$ cat config.mk
export PLATFORM = sky130hd
export DESIGN_NAME = pfcsq_top
export DESIGN_NICKNAME = d
export VERILOG_FILES = /design/src/logic/pfcsq_pkg.sv /design/src/logic/pfcsq_top.sv /design/src/logic/pfcsq_sync.sv
export SDC_FILE = /design/constraint.sdc
export NUM_CORES = 1
export LEC_CHECK = 0
export BUFFER_PORTS_ARGS = -buffer_cell sky130_fd_sc_hd__buf_2
export CAP_MARGIN = 20
export CORE_ASPECT_RATIO = 0.9
export CORE_MARGIN = 1.5
export CORE_UTILIZATION = 24
export CTS_CLUSTER_SIZE = 25
export DETAILED_ROUTE_END_ITERATION = 7
export GPL_TIMING_DRIVEN = 0
export PLACE_DENSITY = 0.38
export REMOVE_ABC_BUFFERS = 1
export SYNTH_ARGS = -nofsm -noshare
export SYNTH_HDL_FRONTEND = slang
export SYNTH_SLANG_ARGS = --single-unit
$ cat constraint.sdc
create_clock -name clk -period 42.3 [get_ports clk]
set_input_delay 6.345 -clock clk [delete_from_list [all_inputs] [get_ports clk]]
set_output_delay 6.345 -clock clk [all_outputs]
set_load 0.02 [all_outputs]
$ cat src/logic/pfcsq_pkg.sv
// timing constants and state encoding for the standby/fault sequencer
// assumes a 10 MHz logic clock; durations fixed at the reference timing capacitor
//
// Summary of operation
// - pfc_enable_request high enables the 1 mA sink on the PFC output.
// - pfc_enable_request low switches the sink off; output pulled up.
// - above turn-on level the device starts delivering drive pulses.
// - soft-start ramps the current limit linearly, then holds the clamp.
// - error flag asserted while setpoint sits at the maximum clamp.
// - each error flag assertion starts the fault-confirmation countdown.
// - error held for full delay: fault, stop switching, enter burst mode.
// - error released early: transient, keep switching, no fault.
// - at power-on keep pfc request low until the error flag deasserts.
// - skip activity for 100 ms confirms standby, pfc request low.
// - skip activity gone: pfc request high at once, no timer.
// - confirmed overload keeps pfc request low through all bursts.
// - PFC enabled only after the PWM section is running.
// - soft-start, dither and fault delays scale with the capacitor; here fixed cycle counts set at the 390 nF reference.
// - error cleared early resets the timer for reuse as dither ramp.
// - burst attempt lasts at most 100 ms, ends early on undervoltage.
// - fault-detect above threshold latches switching off until power-down.
package pfcsq_pkg;
  localparam int CLK_HZ = 10000000;
  // reference capacitance and times at that capacitance
  localparam int CAP_REF_NF = 390;
  localparam int SS_TIME_US = 7500;
  localparam int DITHER_TIME_US = 10000;
  localparam int DELAY_TIME_US = 100000;
  localparam int SS_CYCLES = SS_TIME_US * (CLK_HZ / 1000000);
  localparam int DITHER_CYCLES = DITHER_TIME_US * (CLK_HZ / 1000000);
  localparam int DELAY_CYCLES = DELAY_TIME_US * (CLK_HZ / 1000000);
  localparam int CNT_W = 24;
  localparam int LIMIT_W = 8;
  localparam logic [7:0] LIMIT_MAX = 8'hff;

  typedef enum logic [2:0] {
    PFCSQ_OFF     = 3'h0,
    PFCSQ_START   = 3'h1,
    PFCSQ_RUN     = 3'h2,
    PFCSQ_BURST   = 3'h3,
    PFCSQ_LATCHED = 3'h4
  } pfcsq_state_t;
endpackage

$ cat src/logic/pfcsq_top.sv
// standby detection, fault timer, burst and latch-off sequencing
// assumes rst_n follows the supply turn-on comparator, supply_por_n follows
// the deep power-down level; comparator inputs are asynchronous
`timescale 1ns/100ps
module pfcsq_top #(
  parameter int SS_CYC = pfcsq_pkg::SS_CYCLES,
  parameter int DITHER_CYC = pfcsq_pkg::DITHER_CYCLES,
  parameter int DELAY_CYC = pfcsq_pkg::DELAY_CYCLES
) (
  // clock and reset (reset = supply above turn-on level)
  input wire logic clk,
  input wire logic rst_n,
  // supply cycled fully down, clears the major-fault latch
  input wire logic supply_por_n,
  // analog comparator inputs
  input wire logic setpoint_at_clamp,
  input wire logic skip_active,
  input wire logic fault_detect,
  input wire logic supply_undervoltage,
  // outputs
  output logic pfc_enable_request,
  output logic pfc_sink_enable,
  output logic drive_enable,
  output logic soft_start_done,
  output logic [pfcsq_pkg::LIMIT_W-1:0] current_limit,
  output logic error_flag,
  output logic fault_active,
  output logic standby_active,
  output logic major_fault,
  output logic [pfcsq_pkg::CNT_W-1:0] dither_ramp
);
  localparam logic [pfcsq_pkg::CNT_W-1:0] SS_N = SS_CYC[pfcsq_pkg::CNT_W-1:0];
  localparam logic [pfcsq_pkg::CNT_W-1:0] DIT_N =
    DITHER_CYC[pfcsq_pkg::CNT_W-1:0];
  localparam logic [pfcsq_pkg::CNT_W-1:0] DLY_N =
    DELAY_CYC[pfcsq_pkg::CNT_W-1:0];

  // --------------------------------------------------------------------
  // input synchronisers
  // --------------------------------------------------------------------
  logic clamp_s;
  logic skip_s;
  logic fdet_s;
  logic uv_s;

  pfcsq_sync u_sync_clamp (.clk(clk), .rst_n(rst_n),
    .din(setpoint_at_clamp), .dout(clamp_s));
  pfcsq_sync u_sync_skip (.clk(clk), .rst_n(rst_n),
    .din(skip_active), .dout(skip_s));
  pfcsq_sync u_sync_fdet (.clk(clk), .rst_n(rst_n),
    .din(fault_detect), .dout(fdet_s));
  pfcsq_sync u_sync_uv (.clk(clk), .rst_n(rst_n),
    .din(supply_undervoltage), .dout(uv_s));

  // --------------------------------------------------------------------
  // state and counters
  // --------------------------------------------------------------------
  pfcsq_pkg::pfcsq_state_t state_reg;
  logic [pfcsq_pkg::CNT_W-1:0] ss_cnt_reg;
  logic [pfcsq_pkg::CNT_W-1:0] flt_cnt_reg;
  logic [pfcsq_pkg::CNT_W-1:0] sb_cnt_reg;
  logic [pfcsq_pkg::CNT_W-1:0] burst_cnt_reg;
  logic latch_reg;
  logic err_seen_reg;
  logic fault_confirm;

  assign error_flag = clamp_s;
  // confirm one cycle early so BURST follows DELAY_CYC error cycles
  assign fault_confirm = clamp_s && (flt_cnt_reg >= DLY_N - 1'b1);

  // major-fault latch survives rst_n, cleared only by deep power-down
  always_ff @(posedge clk) begin
    if (!supply_por_n) begin
      latch_reg <= 1'b0;
    end else if (fdet_s) begin
      latch_reg <= 1'b1;
    end
  end

  // soft-start counter
  always_ff @(posedge clk) begin
    if (!rst_n) begin
      ss_cnt_reg <= '0;
    end else if (state_reg == pfcsq_pkg::PFCSQ_START &&
        ss_cnt_reg < SS_N) begin
      ss_cnt_reg <= ss_cnt_reg + 1'b1;
    end
  end

  // fault-confirmation timer, restarts on each error assertion
  always_ff @(posedge clk) begin
    if (!rst_n) begin
      flt_cnt_reg <= '0;
    end else if (!clamp_s) begin
      flt_cnt_reg <= '0;
    end else if (flt_cnt_reg < DLY_N) begin
      flt_cnt_reg <= flt_cnt_reg + 1'b1;
    end
  end

  // free dither ramp while no error timing is in progress
  always_ff @(posedge clk) begin
    if (!rst_n) begin
      dither_ramp <= '0;
    end else if (clamp_s) begin
      dither_ramp <= '0;
    end else if (dither_ramp >= DIT_N - 1'b1) begin
      dither_ramp <= '0;
    end else begin
      dither_ramp <= dither_ramp + 1'b1;
    end
  end

  // standby confirmation countdown
  always_ff @(posedge clk) begin
    if (!rst_n || !skip_s) begin
      sb_cnt_reg <= '0;
    end else if (sb_cnt_reg < DLY_N) begin
      sb_cnt_reg <= sb_cnt_reg + 1'b1;
    end
  end
  assign standby_active = skip_s && (sb_cnt_reg == DLY_N);

  // burst attempt length
  always_ff @(posedge clk) begin
    if (!rst_n || state_reg != pfcsq_pkg::PFCSQ_BURST) begin
      burst_cnt_reg <= '0;
    end else if (burst_cnt_reg < DLY_N) begin
      burst_cnt_reg <= burst_cnt_reg + 1'b1;
    end
  end

  // error seen cleared after power-on
  always_ff @(posedge clk) begin
    if (!rst_n) begin
      err_seen_reg <= 1'b0;
    end else if (state_reg == pfcsq_pkg::PFCSQ_RUN && !clamp_s) begin
      err_seen_reg <= 1'b1;
    end
  end

  // --------------------------------------------------------------------
  // sequencer
  // --------------------------------------------------------------------
  always_ff @(posedge clk) begin
    if (!rst_n) begin
      state_reg <= pfcsq_pkg::PFCSQ_START;
    end else if (latch_reg || fdet_s) begin
      state_reg <= pfcsq_pkg::PFCSQ_LATCHED;
    end else begin
      case (state_reg)
        pfcsq_pkg::PFCSQ_START: begin
          if (fault_confirm) begin
            state_reg <= pfcsq_pkg::PFCSQ_BURST;
          end else if (ss_cnt_reg >= SS_N) begin
            state_reg <= pfcsq_pkg::PFCSQ_RUN;
          end
        end
        pfcsq_pkg::PFCSQ_RUN: begin
          if (fault_confirm) begin
            state_reg <= pfcsq_pkg::PFCSQ_BURST;
          end
        end
        pfcsq_pkg::PFCSQ_BURST: begin
          // switching stopped; go to OFF after DELAY_CYC burst cycles or on supply undervoltage
          if (burst_cnt_reg >= DLY_N || uv_s) begin
            state_reg <= pfcsq_pkg::PFCSQ_OFF;
          end
        end
        pfcsq_pkg::PFCSQ_OFF: state_reg <= pfcsq_pkg::PFCSQ_OFF;
        pfcsq_pkg::PFCSQ_LATCHED: state_reg <= pfcsq_pkg::PFCSQ_LATCHED;
        default: state_reg <= pfcsq_pkg::PFCSQ_OFF;
      endcase
    end
  end

  // --------------------------------------------------------------------
  // pfc request qualifiers
  // --------------------------------------------------------------------
  // the pfc may only follow a running pwm section that has left its
  // power-on error phase; a detect blocks it in the same cycle as the latch
  logic pwm_running;
  logic pfc_blocked;
  assign pwm_running = (state_reg == pfcsq_pkg::PFCSQ_RUN) &&
    (err_seen_reg || !clamp_s);
  assign pfc_blocked = latch_reg || fdet_s || fault_confirm ||
    standby_active;

  // --------------------------------------------------------------------
  // outputs
  // --------------------------------------------------------------------
  always_ff @(posedge clk) begin
    if (!rst_n) begin
      pfc_enable_request <= 1'b0;
    end else begin
      pfc_enable_request <= pwm_running && !pfc_blocked;
    end
  end
  assign pfc_sink_enable = pfc_enable_request;

  // a set latch blocks pulses even while reset parks the state at START
  assign drive_enable = !latch_reg &&
    ((state_reg == pfcsq_pkg::PFCSQ_START) ||
    (state_reg == pfcsq_pkg::PFCSQ_RUN));
  assign fault_active = (state_reg == pfcsq_pkg::PFCSQ_BURST) ||
    (state_reg == pfcsq_pkg::PFCSQ_OFF);
  assign major_fault = latch_reg;
  assign soft_start_done = (ss_cnt_reg >= SS_N);

  // linear limit ramp, then held at the clamp
  always_ff @(posedge clk) begin
    if (!rst_n) begin
      current_limit <= '0;
    end else if (ss_cnt_reg >= SS_N) begin
      current_limit <= pfcsq_pkg::LIMIT_MAX;
    end else begin
      current_limit <= 8'((32'(ss_cnt_reg) * 255) / SS_CYC);
    end
  end
endmodule

$ cat src/logic/pfcsq_sync.sv
// three-stage synchroniser with agreement filter for a comparator output
// assumes the input is asynchronous to clk
`timescale 1ns/100ps
module pfcsq_sync (
  // clock and reset
  input wire logic clk,
  input wire logic rst_n,
  // async in, clean out
  input wire logic din,
  output logic dout
);
  logic s1_reg;
  logic s2_reg;
  logic s3_reg;

  always_ff @(posedge clk) begin
    if (!rst_n) begin
      s1_reg <= 1'b0;
      s2_reg <= 1'b0;
      s3_reg <= 1'b0;
    end else begin
      s1_reg <= din;
      s2_reg <= s1_reg;
      s3_reg <= s2_reg;
    end
  end

  // a change counts once stages two and three agree
  always_ff @(posedge clk) begin
    if (!rst_n) begin
      dout <= 1'b0;
    end else if (s2_reg == s3_reg) begin
      dout <= s3_reg;
    end
  end
endmodule

* Word-level counts from Yosys, hierarchy flattened
Index checks and enable logic that the tools add are counted.
** Storage, ports and cells
- Register bits after elaboration :: 150
- Output and inout port bits :: 40
- Word-level logic and storage cells :: 93
** Operators by class
- Add/subtract/negate cells :: 5
- Multiply operators :: 1
- Div/mod/pow operators :: 1
- Magnitude comparators :: 8
- Equal/unequal tests :: 16
- Multiplexer cells :: 7
- Bitwise gates (word level) :: 1
- Reductions and logical operators :: 27
** Operator list (number)
- adder 24 x 1 -> 24 bit, second input constant :: 5
- < comparator 24 x 20 -> 1 bit, second input constant :: 3
- >= comparator 24 x 17 -> 1 bit, second input constant :: 2
- >= comparator 24 x 20 -> 1 bit, second input constant :: 2
- divider 32 x 17 -> 32 bit, second input constant :: 1
- multiplier 24 x 8 -> 32 bit, second input constant :: 1
- equality test 24 x 20 -> 1 bit, second input constant :: 1
- < comparator 24 x 17 -> 1 bit, second input constant :: 1
- 2-to-1 mux 3 bit :: 5
- one-hot mux 3 bit (4 select lines) :: 1
- logical OR 1 bit :: 9
- 2-to-1 mux 8 bit :: 1
- logical AND 1 bit :: 7
- equality test 3 x 2 -> 1 bit, second input constant :: 2
- != test 3 x 2 -> 1 bit, second input constant :: 2
- != test 3 bit, second input constant :: 2
- AND reduction 3 bit :: 2
- zero test 1 bit :: 5
- equality test 1 bit :: 4
- != test 2 bit, second input constant :: 2
- != test 4 bit, second input constant :: 1
- equality test 3 x 1 -> 1 bit, second input constant :: 1
- equality test 3 bit, second input constant :: 1
- zero test 3 bit :: 1
- other kinds (4) :: 4

* Logic depth before layout (Yosys ltp)
- Depth after elaboration :: 6
- Gate-level depth with buffers :: 96

* Cells and area by module
A second synthesis with hierarchy kept.
** Second synthesis, totals
- Cells, all modules :: 2658
- Area total of the unflattened synthesis :: 20938.8 um^2
** Modules (own cells, without submodules)
- pfcsq_top :: instances 1, cells an instance 2618, area each 20473.4 um^2, sequential area each 2682.6 um^2
- pfcsq_sync :: instances 4, cells an instance 10, area each 116.4 um^2, sequential area each 80.1 um^2

* Least setup slack after synthesis
Ideal clock, no wire load.
- Kind :: register to register
- From :: reg ss_cnt_reg[9] (netlist bit)
- To :: reg current_limit[0] (netlist bit)
- Data arrival time :: 20.454 ns
- Data required time :: 42.175 ns
- Slack :: 21.721 ns
- Stages on the path, launching flop included :: 87
- Path buffers :: 9
- Path through :: dfxtp_1 > inv_1 > fa_1 > fa_1 > inv_1 > fa_1 > inv_1 > fa_1 > inv_1 > ha_1 > buf_2 > nand4_1 > a21oi_1 > a2111o_1 > and4_1 > buf_2 > nor3b_1 > and4_1 > [51 not listed] > nand2_1 > o2111ai_1 > a22oi_2 > maj3_2 > maj3_2 > xor2_2 > o311ai_1 > nand2_1 > or2_1 > mux2i_1 > a311oi_1 > xor2_1 > and2b_1 > nor3_1 > maj3_1 > o22ai_1 > o31a_1 > o41a_1
** On the way
- Cells in the longest elaborated chain, start to end :: 3
- Elaborated cells between the ends (all ways) :: 4
- Those cells by class :: mul (1); div (1); order compare (1); mux (1)
** RTL lines
- start: declaration :: line pfcsq_top.sv:59 : logic [pfcsq_pkg::CNT_W-1:0] ss_cnt_reg;
- start signal: assignment :: line pfcsq_top.sv:86 : ss_cnt_reg <= ss_cnt_reg + 1'b1;
- multiplier 24 x 8 -> 32 bit :: line pfcsq_top.sv:217 : current_limit <= 8'((32'(ss_cnt_reg) * 255) / SS_CYC);
- divider 32 x 17 -> 32 bit :: line pfcsq_top.sv:217
- 2-to-1 mux 8 bit (*) :: line pfcsq_top.sv:214 : end else if (ss_cnt_reg >= SS_N) begin
- end signal: assignment :: line pfcsq_top.sv:215 : current_limit <= pfcsq_pkg::LIMIT_MAX;
- end signal: assignment :: line pfcsq_top.sv:217
- end: declaration :: line pfcsq_top.sv:25 : output logic [pfcsq_pkg::LIMIT_W-1:0] current_limit,
Every way passes the cells marked *; elsewhere a longest branch is shown, timed or not.
A chain may end at the register's enable or synchronous reset.

* Worst setup path in the final report
Ends and elaborated chain as after synthesis.

==> impl_metrics.ini <==
[global_routing]
antenna_found_initial = 0
first_global_vias = 17900
grt_pass1_wl_um = 94800
grt_use_total_pct = 13.2
grt_max_degree = 66
overflow = 0

[finish]
final.fill_count = 9068
multi_input_area_sq_um = 15800
final_nets = 2777
drive_gt1_share_pct = 7.59
seqCellArea_sq_um = 3000
num_antenna_cells = 0
layout.cells.non_filler = 3654
syn_to_final_growth_pct = 9.14
fin_util_pct = 26.4

[routing]
drc = 0
antenna_left = 0
routed_wl_um = 56400
drtIter0Drc = 1049
dr_total_vias = 18100
vias_per_cell = 4.97
wl_per_cell_um = 15.4
drt_pass1_iterations = 5

[worst_setup_path]
r2r_cells = 77
rrSetupSlack_ns = 13.01
reg2reg_from = ss_cnt_reg[9]
startpoint_type = flop
path_class = flop to flop
slowest_delay_ns = 0.86
critPathBufInv = 4
critical-path-top-delay-family = compound AO/OA/AOI/OAI gates
endpoint_kind = flop
crit_fanout = 22
crit_start = ss_cnt_reg[9]
crit_path_end = current_limit[0]
worstPathRequired_ns = 42.61
r2r-end = current_limit[0]
arrival_ns = 29.60
crit_path_frequent_cell = mux2i_1
slowest_stage = o21bai_2
cp.depth = 77

[die]
die_h_um = 277
core_sq_um = 82600
start_util_pct = 24.2
fp-row-count = 100
die-area_sq_um = 85100
die_x_um = 307
num_io_pins = 47

[sta]
rsz0062_at_grt = no
skew_ns = 0.00744
slew_viol_final = 0
period_needed_ns = 29.29
setup_viol = 0
post-route-period-util_pct = 69.3
setup_tns_ns = 0
slew_headroom_pct = 30.4
tightest_slew_ns = 1.04
timing.fmax_mhz = 34.1
hold_viol = 0

[synth]
yosysSeqAreaShare_pct = 15.0
synthArstFlopShare_pct = 0
synth_area_per_cell_sq_um = 7.77
ys_ff_latch = 150
synth_edf_count = 0
synth.distinct_cells = 133
synth-main-ff-cell = dfxtp_1
syn_inst = 2575
yosys_warnings = 0
syn-cell-area_sq_um = 20000

[clock_network]
ctsResizeCount = 0
htreeDepth = 4
cts_sinks = 150
cts-buffers-inserted = 17
clk_pin_slew_ns = 0.06
clk_latency_ns = 0.42
cts_max_path_buffers = 2
root_buffer = clkbuf_16
hold_buffers = 0
cts_tree = done
post_cts_buffers = 0

[power]
power.density_nw_per_um2 = 19.8
peakVddDrop_mv = 0.0195
p_int_mw = 0.281
power_frac_seq_pct = 34.0
comb_power_share_pct = 31.0
clkPwrFrac_pct = 35.0
netSwitchingPower_mw = 0.152
swShare_pct = 35.1
leakagePower_nw = 8.45

[job]
maxCapViolCount = 0

[placed_design]
gp_congestion = 0.797
placed_cells = 3620
io_buffers = 46
hpwlAfterDp_um = 45800

[run_status]
status = complete, no violations

[hold_path]
hold_path.class = flop to flop
-- cell type report --
cell class	count	share of cell area, %
Clock buffer	19	1.98
Clock inverter	12	0.676
Inverter	229	3.94
Multi-Input combinational cell	2122	72.2
Sequential cell	150	13.8
Tap cell	1071	6.14
Timing Repair Buffer	51	1.27
-- worst min-delay path, stage by stage (launching register included) --
cell and delay [ns]:
dfxtp_1 0.31, inv_1 0.05, nor2_1 0.03
-- power by group through the flow --
stage / sequential, mW / combinational, mW / clock, mW
3_3_place_gp: 0.150 / 0.135 / 0
2_1_floorplan: 0.150 / 0.103 / 0
6_report: 0.147 / 0.134 / 0.151
3_5_place_dp: 0.150 / 0.136 / 0
5_1_grt: 0.148 / 0.157 / 0.163
4_1_cts: 0.147 / 0.137 / 0.157
-- stage by stage --
step                      power [mW]  hold slack, ns  area (sq um)  setup WS (ns)
after detailed placement       0.286           0.420         21200          13.06
after global placement         0.285           0.416         21200          13.00
after floorplan                0.253           0.408         19600          19.02
final                          0.432           0.428         21800          13.01
after global routing           0.467           0.450         21800          10.28
after CTS                      0.441           0.430         21800          12.84
-- cell families (layout without fill, tap and decap cells) --
group | count (synthesis) | in the layout | share of synthesized area, %
fa+ha+maj | 210 | 210 | 17.1
buf+inv | 309 | 311 | 6.26
flops | 150 | 150 | 15.0
compound gates | 662 | 662 | 24.1
mux | 63 | 63 | 3.32
other cells | 1 | 7 | 0.0187
simple gates | 954 | 954 | 24.0
xor+xnor | 226 | 226 | 10.1
-- worst min-delay path by stage --
stage	end	depth (start not counted)	startpoint
4_1_cts	burst_cnt_reg[22]	2	burst_cnt_reg[22]
3_5_place_dp	burst_cnt_reg[22]	2	burst_cnt_reg[22]
6_report	burst_cnt_reg[22]	2	burst_cnt_reg[22]
3_3_place_gp	burst_cnt_reg[22]	2	burst_cnt_reg[22]
5_1_grt	burst_cnt_reg[20]	2	burst_cnt_reg[20]
2_1_floorplan	burst_cnt_reg[22]	2	burst_cnt_reg[22]
-- synth_stat cells, types with 44 or more instances --
library cell	n	area [sq um]
dfxtp_1	150	3000
nor3_1	61	305
xor2_1	76	666
xnor2_1	144	1260
ha_1	89	1110
nor2_1	252	946
and2_1	62	388
nand3_1	84	420
inv_1	228	856
mux2i_1	44	440
o21ai_0	95	475
a21oi_1	137	686
nand2_1	216	811
and3_1	44	275
fa_1	110	2200
-- per-layer routing --
layer  track usage [%]  wire (um)  vias up
li1                  -          -     9143
met1              19.7      29400     8673
met2              20.8      24900      288
met3              1.03       1520       39
met4              2.51        648        0
met5                 0          0        -
-- layout by cell type (no fill, tap or decap), types with 18 or more instances in the layout --
cell,count
a21oi_1,137
a21boi_0,18
o21ai_0,95
a31oi_1,30
nand2b_1,25
a21o_1,23
o21ai_1,37
nor2b_1,20
nand3_1,84
nand4_1,41
buf_2,47
a211oi_1,21
and3_1,44
nor2_1,252
fa_1,110
or3_1,30
xor2_1,76
nor3_1,61
nor4_1,28
mux2i_1,44
o211ai_1,23
xnor2_1,144
inv_1,228
and2_1,62
o21a_1,32
nand2_1,216
dfxtp_1,150
ha_1,89
Power figures use the tool's default switching activity.
